**src/inc/dsm_defs.vh**
```
`ifndef DSM_DEFS_VH
`define DSM_DEFS_VH

// register indices; byte address is four times the index
`define DSM_IDX_STAT_LO     8'h08
`define DSM_IDX_REQ_LO      8'h09
`define DSM_IDX_SMASK_LO    8'h0a
`define DSM_IDX_AMASK_LO    8'h0f
`define DSM_IDX_STAT_HI     8'hd0
`define DSM_IDX_REQ_HI      8'hd2
`define DSM_IDX_SMASK_HI    8'hd4
`define DSM_IDX_AMASK_HI    8'hde
`define DSM_IDX_MCLR        8'h40

// field positions of request and single-mask commands
`define DSM_CMD_VAL_BIT     2
`define DSM_CMD_SEL_MSB     1
`define DSM_CMD_SEL_LSB     0

// reset values
`define DSM_SWREQ_RST       8'h00
`define DSM_MASK_RST        8'hff
`define DSM_TCSTAT_RST      8'h00
`define DSM_SVC_RST         8'h00
`define DSM_DREQ_RST        8'h00
`define DSM_IDX_RST         8'h00
`define DSM_RD_RST          8'h00

// the upper group's channel 0 carries the lower group
`define DSM_CASCADE_CH      4

`endif

```
**src/verilog/dsm_req_mask.v**
```verilog
// Implementation choice: register access over AHB-Lite.
`timescale 1ns/1ps
`include "dsm_defs.vh"

module dsm_req_mask #(
  parameter NCH = 8
) (
  // clock and reset
  input  wire             mclk,
  input  wire             nrst,
  // ahb-lite slave
  input  wire             hsel,
  input  wire [9:0]       haddr,
  input  wire [1:0]       htrans,
  input  wire             hwrite,
  input  wire [2:0]       hsize,
  input  wire [31:0]      hwdata,
  input  wire             hready,
  output wire             hreadyout,
  output wire             hresp,
  output wire [31:0]      hrdata,
  // peripheral request pins, asynchronous
  input  wire [NCH-1:0]   dreq_pin,
  // from transfer logic, same clock
  input  wire [NCH-1:0]   tc_pulse,
  input  wire [NCH-1:0]   autoinit,
  // to the priority encoder
  output wire [NCH-1:0]   svc_req,
  output wire [NCH-1:0]   sw_req,
  output wire [NCH-1:0]   chan_mask
);

  // channels per group; the upper group's channel 0 carries the lower group
  localparam NGRP = NCH / 2;

  // request, mask and status state
  reg  [NCH-1:0] sw_q;
  reg  [NCH-1:0] sw_d;
  reg  [NCH-1:0] mask_q;
  reg  [NCH-1:0] mask_sw;
  reg  [NCH-1:0] mask_d;
  reg  [NCH-1:0] tcs_q;
  reg  [NCH-1:0] tcs_d;
  reg  [NCH-1:0] svc_q;
  reg  [NCH-1:0] dreq_m_q;
  reg  [NCH-1:0] dreq_s_q;
  reg            mclr_q;
  // bus capture
  reg            wr_q;
  reg  [7:0]     idx_q;
  reg  [7:0]     rd_d;
  reg  [7:0]     rd_q;
  wire           acc;
  wire           rd_acc;
  wire [7:0]     aidx;
  // command byte and its fields
  wire [7:0]     wbyte;
  wire [1:0]     wsel;
  wire           wval;
  // data-phase write strobes, one per command port
  reg            wr_req_lo;
  reg            wr_req_hi;
  reg            wr_smask_lo;
  reg            wr_smask_hi;
  reg            wr_amask_lo;
  reg            wr_amask_hi;
  reg            wr_mclr;
  // address-phase status read strobes
  reg            rd_stat_lo;
  reg            rd_stat_hi;
  // per-group read views
  wire [7:0]     stat_lo;
  wire [7:0]     stat_hi;
  wire [7:0]     amask_lo;
  wire [7:0]     amask_hi;
  // request gating
  wire [NGRP-1:0] lo_eff;
  wire [NCH-1:0] m_eff;
  wire [NCH-1:0] hw_gated;
  wire [NCH-1:0] tc_mask_set;

  // single-channel update shared by request and mask commands
  function [NCH-1:0] upd_bit;
    input [NCH-1:0] v;
    input           hi;
    input [1:0]     sel;
    input           val;
    begin
      upd_bit = v;
      upd_bit[{hi, sel}] = val;
    end
  endfunction

  // whole-group mask load shared by both all-mask ports
  function [NCH-1:0] upd_grp;
    input [NCH-1:0] v;
    input           hi;
    input [7:0]     cmd;
    begin
      upd_grp = v;
      if (hi) begin
        upd_grp[NCH-1:NGRP] = cmd[NGRP-1:0];
      end else begin
        upd_grp[NGRP-1:0] = cmd[NGRP-1:0];
      end
    end
  endfunction

  // status byte of one group: pending requests above, terminal counts below
  function [7:0] stat_view;
    input [NGRP-1:0] pend;
    input [NGRP-1:0] tcs;
    begin
      stat_view = {pend, tcs};
    end
  endfunction

  // mask byte of one group, upper bits reserved as zero
  function [7:0] mask_view;
    input [NGRP-1:0] m;
    begin
      mask_view = {{(8 - NGRP){1'b0}}, m};
    end
  endfunction

  assign acc       = hsel & hready & htrans[1];
  assign rd_acc    = acc & ~hwrite;
  assign aidx      = haddr[9:2];
  assign wbyte     = hwdata[7:0];
  assign wsel      = wbyte[`DSM_CMD_SEL_MSB:`DSM_CMD_SEL_LSB];
  assign wval      = wbyte[`DSM_CMD_VAL_BIT];
  // every register answers from flops, so no wait state is ever needed
  assign hreadyout = 1'b1;
  assign hresp     = 1'b0;
  assign hrdata    = {24'h00_0000, rd_q};
  assign svc_req   = svc_q;
  assign sw_req    = sw_q;
  assign chan_mask = mask_q;

  // lower group rides on channel 4, so its mask gates all four
  assign lo_eff = mask_q[NGRP-1:0] | {NGRP{mask_q[`DSM_CASCADE_CH]}};
  assign m_eff  = {mask_q[NCH-1:NGRP], lo_eff};

  assign stat_lo  = stat_view(svc_q[NGRP-1:0], tcs_q[NGRP-1:0]);
  assign stat_hi  = stat_view(svc_q[NCH-1:NGRP], tcs_q[NCH-1:NGRP]);
  assign amask_lo = mask_view(mask_q[NGRP-1:0]);
  assign amask_hi = mask_view(mask_q[NCH-1:NGRP]);

  // read data prepared in address phase, presented in data phase
  // write-only ports read as zero, so reserved bits show 0
  always @* begin
    rd_d = 8'h00;
    if (aidx == `DSM_IDX_STAT_LO) begin
      rd_d = stat_lo;
    end else if (aidx == `DSM_IDX_STAT_HI) begin
      rd_d = stat_hi;
    end else if (aidx == `DSM_IDX_AMASK_LO) begin
      rd_d = amask_lo;
    end else if (aidx == `DSM_IDX_AMASK_HI) begin
      rd_d = amask_hi;
    end
  end

  // status reads clear the terminal-count nibble of their group
  always @* begin
    rd_stat_lo = 1'b0;
    rd_stat_hi = 1'b0;
    if (rd_acc && aidx == `DSM_IDX_STAT_LO) begin
      rd_stat_lo = 1'b1;
    end else if (rd_acc && aidx == `DSM_IDX_STAT_HI) begin
      rd_stat_hi = 1'b1;
    end
  end

  // command decode on the index captured in the address phase
  always @* begin
    wr_req_lo   = 1'b0;
    wr_req_hi   = 1'b0;
    wr_smask_lo = 1'b0;
    wr_smask_hi = 1'b0;
    wr_amask_lo = 1'b0;
    wr_amask_hi = 1'b0;
    wr_mclr     = 1'b0;
    if (wr_q && idx_q == `DSM_IDX_REQ_LO) begin
      wr_req_lo = 1'b1;
    end else if (wr_q && idx_q == `DSM_IDX_REQ_HI) begin
      wr_req_hi = 1'b1;
    end else if (wr_q && idx_q == `DSM_IDX_SMASK_LO) begin
      wr_smask_lo = 1'b1;
    end else if (wr_q && idx_q == `DSM_IDX_SMASK_HI) begin
      wr_smask_hi = 1'b1;
    end else if (wr_q && idx_q == `DSM_IDX_AMASK_LO) begin
      wr_amask_lo = 1'b1;
    end else if (wr_q && idx_q == `DSM_IDX_AMASK_HI) begin
      wr_amask_hi = 1'b1;
    end else if (wr_q && idx_q == `DSM_IDX_MCLR) begin
      wr_mclr = 1'b1;
    end
  end

  // tc first, so a request written in the same cycle survives
  always @* begin
    sw_d = sw_q & ~tc_pulse;
    if (wr_req_lo) begin
      sw_d = upd_bit(sw_d, 1'b0, wsel, wval);
    end else if (wr_req_hi) begin
      sw_d = upd_bit(sw_d, 1'b1, wsel, wval);
    end
  end

  // autoinit channels keep their mask open at terminal count
  assign tc_mask_set = tc_pulse & ~autoinit;

  always @* begin
    mask_sw = mask_q;
    if (wr_smask_lo) begin
      mask_sw = upd_bit(mask_sw, 1'b0, wsel, wval);
    end else if (wr_smask_hi) begin
      mask_sw = upd_bit(mask_sw, 1'b1, wsel, wval);
    end else if (wr_amask_lo) begin
      mask_sw = upd_grp(mask_sw, 1'b0, wbyte);
    end else if (wr_amask_hi) begin
      mask_sw = upd_grp(mask_sw, 1'b1, wbyte);
    end
  end

  // hardware set wins over a software clear in the same cycle
  always @* begin
    mask_d = mask_sw | tc_mask_set;
  end

  // set by terminal count wins over the clear of a status read
  always @* begin
    tcs_d = tcs_q;
    if (rd_stat_lo) begin
      tcs_d[NGRP-1:0] = {NGRP{1'b0}};
    end
    if (rd_stat_hi) begin
      tcs_d[NCH-1:NGRP] = {NGRP{1'b0}};
    end
    tcs_d = tcs_d | tc_pulse;
  end

  // hardware request only passes an open effective mask
  assign hw_gated = dreq_s_q & ~m_eff;

  // pin synchroniser first stage; read by the second stage only
  always @(posedge mclk or negedge nrst) begin
    if (!nrst) begin
      dreq_m_q <= `DSM_DREQ_RST;
    end else begin
      dreq_m_q <= dreq_pin;
    end
  end

  // second stage alone feeds logic
  always @(posedge mclk or negedge nrst) begin
    if (!nrst) begin
      dreq_s_q <= `DSM_DREQ_RST;
    end else begin
      dreq_s_q <= dreq_m_q;
    end
  end

  // write flag for the data phase
  always @(posedge mclk or negedge nrst) begin
    if (!nrst) begin
      wr_q <= 1'b0;
    end else begin
      wr_q <= acc & hwrite;
    end
  end

  // index kept for the data-phase decode
  always @(posedge mclk or negedge nrst) begin
    if (!nrst) begin
      idx_q <= `DSM_IDX_RST;
    end else begin
      idx_q <= aidx;
    end
  end

  // read data held until the next read is taken
  always @(posedge mclk or negedge nrst) begin
    if (!nrst) begin
      rd_q <= `DSM_RD_RST;
    end else if (rd_acc) begin
      rd_q <= rd_d;
    end
  end

  // master clear acts one cycle after its data phase
  always @(posedge mclk or negedge nrst) begin
    if (!nrst) begin
      mclr_q <= 1'b0;
    end else begin
      mclr_q <= wr_mclr;
    end
  end

  // reset-drive output is not an input here, so it cannot touch requests
  always @(posedge mclk or negedge nrst) begin
    if (!nrst) begin
      sw_q <= `DSM_SWREQ_RST;
    end else if (mclr_q) begin
      sw_q <= `DSM_SWREQ_RST;
    end else begin
      sw_q <= sw_d;
    end
  end

  // all masks closed until software opens them
  always @(posedge mclk or negedge nrst) begin
    if (!nrst) begin
      mask_q <= `DSM_MASK_RST;
    end else if (mclr_q) begin
      mask_q <= `DSM_MASK_RST;
    end else begin
      mask_q <= mask_d;
    end
  end

  // terminal-count status, cleared with the requests
  always @(posedge mclk or negedge nrst) begin
    if (!nrst) begin
      tcs_q <= `DSM_TCSTAT_RST;
    end else if (mclr_q) begin
      tcs_q <= `DSM_TCSTAT_RST;
    end else begin
      tcs_q <= tcs_d;
    end
  end

  // registered so the encoder never sees a decode glitch; costs one cycle
  always @(posedge mclk or negedge nrst) begin
    if (!nrst) begin
      svc_q <= `DSM_SVC_RST;
    end else begin
      // software request bypasses mask
      svc_q <= sw_q | hw_gated;
    end
  end

endmodule // dsm_req_mask

```
**config.mk**
```make
export PLATFORM = sky130hd
export DESIGN_NAME = dsm_req_mask
export DESIGN_NICKNAME = d
export VERILOG_FILES = /design/src/verilog/dsm_req_mask.v
export VERILOG_INCLUDE_DIRS = /design/src /design/src/inc
export SDC_FILE = /design/constraint.sdc
export NUM_CORES = 1
export LEC_CHECK = 0
export BUFFER_PORTS_ARGS = -buffer_cell sky130_fd_sc_hd__buf_2
export CAP_MARGIN = 20
export CELL_PAD_IN_SITES_DETAIL_PLACEMENT = 1
export CELL_PAD_IN_SITES_GLOBAL_PLACEMENT = 1
export CORE_AREA = 2 2 120 110
export DETAILED_ROUTE_END_ITERATION = 10
export DIE_AREA = 0 0 122 112
export GPL_TIMING_DRIVEN = 0
export MAX_ROUTING_LAYER = met4
export PLACE_DENSITY_LB_ADDON = 0.1
export SLEW_MARGIN = 40
export SYNTH_ARGS = -nofsm -noshare
export SYNTH_HDL_FRONTEND = slang
export SYNTH_SLANG_ARGS = --single-unit
```
**constraint.sdc**
```tcl
create_clock -name mclk -period 2.4 [get_ports mclk]
set_input_delay 0.6 -clock mclk [delete_from_list [all_inputs] [get_ports mclk]]
set_output_delay 0.6 -clock mclk [all_outputs]
set_load 0.05 [all_outputs]
```
### Word-level counts from Yosys, hierarchy flattened

Index checks and enable logic that the tools add are counted.

* bits in registers: 66
* bits of input ports: 76

* order comparisons: 4
* equal/unequal tests: 11
* muxes and demuxes: 54
* bitwise logic cells: 15
* reduce and logical (&&, ||, !) cells: 11

Operators by type and width (count)
* two-way mux 8 bit: 11
* equality test 8 x 4 -> 1 bit, second input constant: 5
* equality test 8 bit, second input constant: 5
* two-way mux 1 bit: 33
* bitwise mux 8 bit: 4
* AND 8 bit: 3
* inverter 8 bit: 3
* bitwise OR 8 bit: 3
* two-way mux 4 bit: 4
* logical AND 1 bit: 11
* equality test 8 x 7 -> 1 bit, second input constant: 1
* AND 1 bit: 4
* demux 1 bit (select 2 bit): 2
* less-than comparator 2 x 4 -> 1 bit, second input constant: 1
* less-than comparator 3 x 4 -> 1 bit, second input constant: 1
* bitwise OR 4 bit: 1
* greater-or-equal comparator 3 x 1 -> 1 bit, second input constant: 1
* greater-or-equal comparator 2 x 1 -> 1 bit, second input constant: 1
* inverter 1 bit: 1

### Depth between registers and ports, before layout

* depth in word-level cells: 14
* depth in mapped cells: 6
* gate-level depth less buffers: 4

### Least setup slack after synthesis

No wires, ideal clock.

* path type: in2reg
* from: in hwrite
* to: reg tcs_q[7]
* setup time: 132 ps
* arrival: 1715 ps
* path slack: 553 ps
* cell stages on the path: 4
* path through: nand4b_1 > or4_4 > a21oi_1 > nor2_1

* longest elaborated chain between the ends: 8
* elaborated cells between the ends (all ways): 9
* those cells by class: 4 x mux; 3 x bitwise; 2 x reduce/logical

Ends and longest elaborated chain
* start: declaration: RTL line dsm_req_mask.v:15 `input wire hwrite,`
* inverter 1 bit *: RTL line dsm_req_mask.v:127 `assign rd_acc = acc & ~hwrite;`
* AND 1 bit *: RTL line dsm_req_mask.v:127
* logical AND 1 bit (no source line)
* two-way mux 1 bit: RTL line dsm_req_mask.v:170 `` end else if (rd_acc && aidx == `DSM_IDX_STAT_HI) begin ``
* two-way mux 1 bit *: RTL line dsm_req_mask.v:168 `` if (rd_acc && aidx == `DSM_IDX_STAT_LO) begin ``
* two-way mux 4 bit *: RTL line dsm_req_mask.v:238 `if (rd_stat_hi) begin`
* bitwise OR 8 bit *: RTL line dsm_req_mask.v:241 `tcs_d = tcs_d | tc_pulse;`
* two-way mux 8 bit *: RTL line dsm_req_mask.v:327 `end else if (mclr_q) begin`
* end signal: assignment: RTL line dsm_req_mask.v:326 `` tcs_q <= `DSM_TCSTAT_RST; ``
* end signal: assignment: RTL line dsm_req_mask.v:328 `` tcs_q <= `DSM_TCSTAT_RST; ``
* end signal: assignment: RTL line dsm_req_mask.v:330 `tcs_q <= tcs_d;`
* end: declaration: RTL line dsm_req_mask.v:42 `reg [NCH-1:0] tcs_q;`

Every way passes the cells marked *; elsewhere a longest branch is shown, timed or not.
A chain may end at the register's enable or synchronous reset.

### Final worst setup path

* from: in haddr[6]
* to: reg tcs_q[0]

* longest elaborated chain between the ends: 6

Ends and longest elaborated chain
* start: declaration: RTL line dsm_req_mask.v:13 `input wire [9:0] haddr,`
* equality test 8 x 4 -> 1 bit (no source line)
* logical AND 1 bit (no source line)
* two-way mux 1 bit: RTL line dsm_req_mask.v:168
* two-way mux 4 bit: RTL line dsm_req_mask.v:235 `if (rd_stat_lo) begin`
* bitwise OR 8 bit: RTL line dsm_req_mask.v:241
* two-way mux 8 bit: RTL line dsm_req_mask.v:327

No other way between the ends.

==> summary.md <==
| Metric | Value |
|---|---|
| Status | completed |
| ANT nets after route | 0 |
| Slew Limit Fails | 0 |
| CTS Buf Count | 9 |
| Xor-xnor portion of the synthesized cell area | 0% |
| CTS clk-pin slew, worst paths | 50 ps |
| Clock Latency Late Sink | 330 ps |
| Initial detailed-routing violation count | 71 |
| Via count | 2,543 |
| # fillers | 1,454 |
| Number of diodes | 0 |
| Die span in x | 122 um |
| Vias in the first global route | 2,582 |
| First-pass GRT wire length | 15.3 mm |
| Fin cells | 565 |
| Core box area | 12,400 um2 |
| CTS resizes | 0 |
| Via/cell ratio | 4.50 |
| Final Hold Viols | 0 |
| GRT Total Usage | 15.7% |
| HP Class | input pin to asynchronous set/reset pin |
| Reg-to-reg slack, setup | 570 ps |
| Final worst-path cycle share | 88.1% |
| Routed wire per std cell | 17.5 um |
| DRC | 0 |
| R2R depth | 5 |
| Final Skew | 5.83 ps |
| Finished Core Util | 32.2% |
| Leak | 0.00197 uW |
| Area grow syn2layout | 32.2% |
| Post-CTS Setup Inserts | 0 |
| CTS Hold Bufs | 0 |
| Compound-gate portion of the synthesized area | 15.5% |
| Cells after Synth | 287 |
| FF-to-FF Start | idx_q[5]$_DFF_PN0_ |
| DP HPWL | 7.50 mm |
| Slew margin rel. | 47.0% |
| Critical path launch point type | input pin |
| Reg-to-Reg End | chan_mask[4]$_DFF_PN1_ |
| Ys flop type | dfrtp_1 |
| TritonCTS clock tree | yes |
| Nets | 472 |
| IO buf count | 73 |
| Htree depth | 3 |
| Largest net degree at the start of global routing | 43 |
| RSZ-0062 raised after global routing | false |
| GRT overflow | 0 |
| Post-Synthesis Cell Area | 3030 um2 |
| Yosys top cell area share | 47.8% |
| Worst-margin pin slew | 791 ps |
| Largest cells by area after synthesis | dfrtp_1 (48%), dfstp_2 (6.9%), buf_4 (6.4%) |
| Rows | 39 |
| Post-synth EDFFs | 0 |
| Layout cells sized above 1 | 32.9% |
| MaxCap Viol Count | 0 |
| CP startpoint | haddr[6] |
| Tmin final | 2110 ps |
| Distinct cells, synth | 50 |
| Ys Warns | 0 |
| Simple-gate area share of the yosys netlist | 15.7% |
| Initial antenna violation count | 0 |
| Synth Register Bits | 66 |
| Post-synthesis mux area share | 3.75% |
| Adder-cell share of the synthesized area | 0% |
| Die Y | 112 um |
| Highest Clock Rate | 0.473 GHz |
| Bufs on Longest Clock Path | 2 |
| Root buffer cell | clkbuf_16 |
| Seq. cell area | 1660 um2 |
| VDD IR max | 0.292 mV |
| Post-synthesis sequential area ratio | 54.8% |
| Crit path DAT | 2300 ps |
| Async set-or-reset flop fraction in the synthesized netlist | 100% |
| WP data required | 2580 ps |
| Most common cell in the netlist | dfrtp_1 |
| Critical path class | input pin to flop |
| Initial Util | 24.4% |
| Drt first pass iters | 4 |
| Largest family of logic cells by synthesized area | simple AND/OR/NAND/NOR gates |
| Leading cell types by count after synthesis | dfrtp_1 (58), buf_4 (26), inv_1 (23) |
| Routability cong. | 0.800 |
| Area leader, netlist | dfrtp_1 |
| Final setup violation count | 0 |
| WL final | 9.89 mm |
| # IOs | 134 |
| Die area | 13,700 um2 |
| Setup TNS | 0 ps |
| Clock sink count | 66 |
| Syn_area_per_cell | 10.6 um2 |
| Placed Cells | 549 |
| P per Cell Area | 666 nW/um2 |
| Element type at the critical path end | flop |
| Area of the multi-input gates | 1170 um2 |
| Worst-path fanout max | 10 |
-- cell families after synthesis --
kind of cell,after synthesis
buffers and inverters,55
and+or+nand+nor,80
AOI/OAI and AO/OA,73
DFF,66
muxes,11
other,2
-- critical path: stages --
cell and delay (ps):
buf_2 130, nor4_2 620, nand4_1 560, a21oi_1 320
nor2_1 60
-- how the worst max path moves through the flow --
stage	slack, ps	end	cells past startpoint
after global placement	-410	rd_q[7]$_DFFE_PN0P_	5
after CTS	190	tcs_q[0]$_DFF_PN0_	5
after global routing	50	rd_q[6]$_DFFE_PN0P_	5
after detailed placement	-160	tcs_q[0]$_DFF_PN0_	5
final	290	tcs_q[0]$_DFF_PN0_	5
after floorplan	550	tcs_q[7]$_DFF_PN0_	4
-- metal layers --
| metal | vias up | global-route usage (%) | part of all wire, % |
|---|---|---|---|
| met5 | - | - | 0 |
| met4 | 0 | 5.36 | 1.7 |
| met3 | 14 | 3.48 | 6.0 |
| met2 | 80 | 21.6 | 43 |
| met1 | 1254 | 22.6 | 49 |
| li1 | 1195 | - | - |
-- state kept, by name, summed over array words and instances (netlist names), 8 cells and up --
signal     count
dreq_s_q       8
dreq_m_q       8
tcs_q          8
idx_q          8
sw_req         8
chan_mask      8
rd_q           8
svc_req        8
-- cell type report --
type | count | area share, %
multi-input combinational | 190 | 29.3
timing repair buffer | 74 | 9.95
buffer | 32 | 5.46
sequential | 66 | 41.4
tap | 164 | 5.12
clock inverter | 3 | 0.374
clock buffer | 13 | 6.24
inverter | 23 | 2.15
-- stage by stage --
stage | hold slack (ps) | setup WS [ps] | total power, uW | area [um2]
finish | 126 | 287 | 2670 | 4010
global route | 134 | 47.0 | 2780 | 4010
CTS | 127 | 188 | 2720 | 4010
detailed placement | 336 | -164 | 1500 | 3740
global placement | 332 | -409 | 1490 | 3690
floorplan | 304 | 553 | 1380 | 3120
-- where the power goes --
group / internal, uW / leakage [uW] / total [uW] / switching, uW
Sequential: 1140 / 0.000793 / 1160 / 16.3
Combinational: 94.9 / 0.00104 / 319 / 224
Clock: 722 / 0.000133 / 1190 / 471
Total: 1960 / 0.00197 / 2670 / 712
-- cell usage in the layout (no fill, tap or decap), drive strengths merged, types with 4 or more instances in the layout --
cell and count:
nand4 8, dfstp 8, nor2 21, and4 4, conb 26, a21o 5
nor2b 8, nor3 4, o21ai 19, mux2i 8, a21oi 19, a211o 4
a22oi 6, inv 23, dfrtp 58, nand2 5, buf 101, clkbuf 18
a221oi 4, nand3 7
Note: power is estimated with default switching activity, not from simulation.
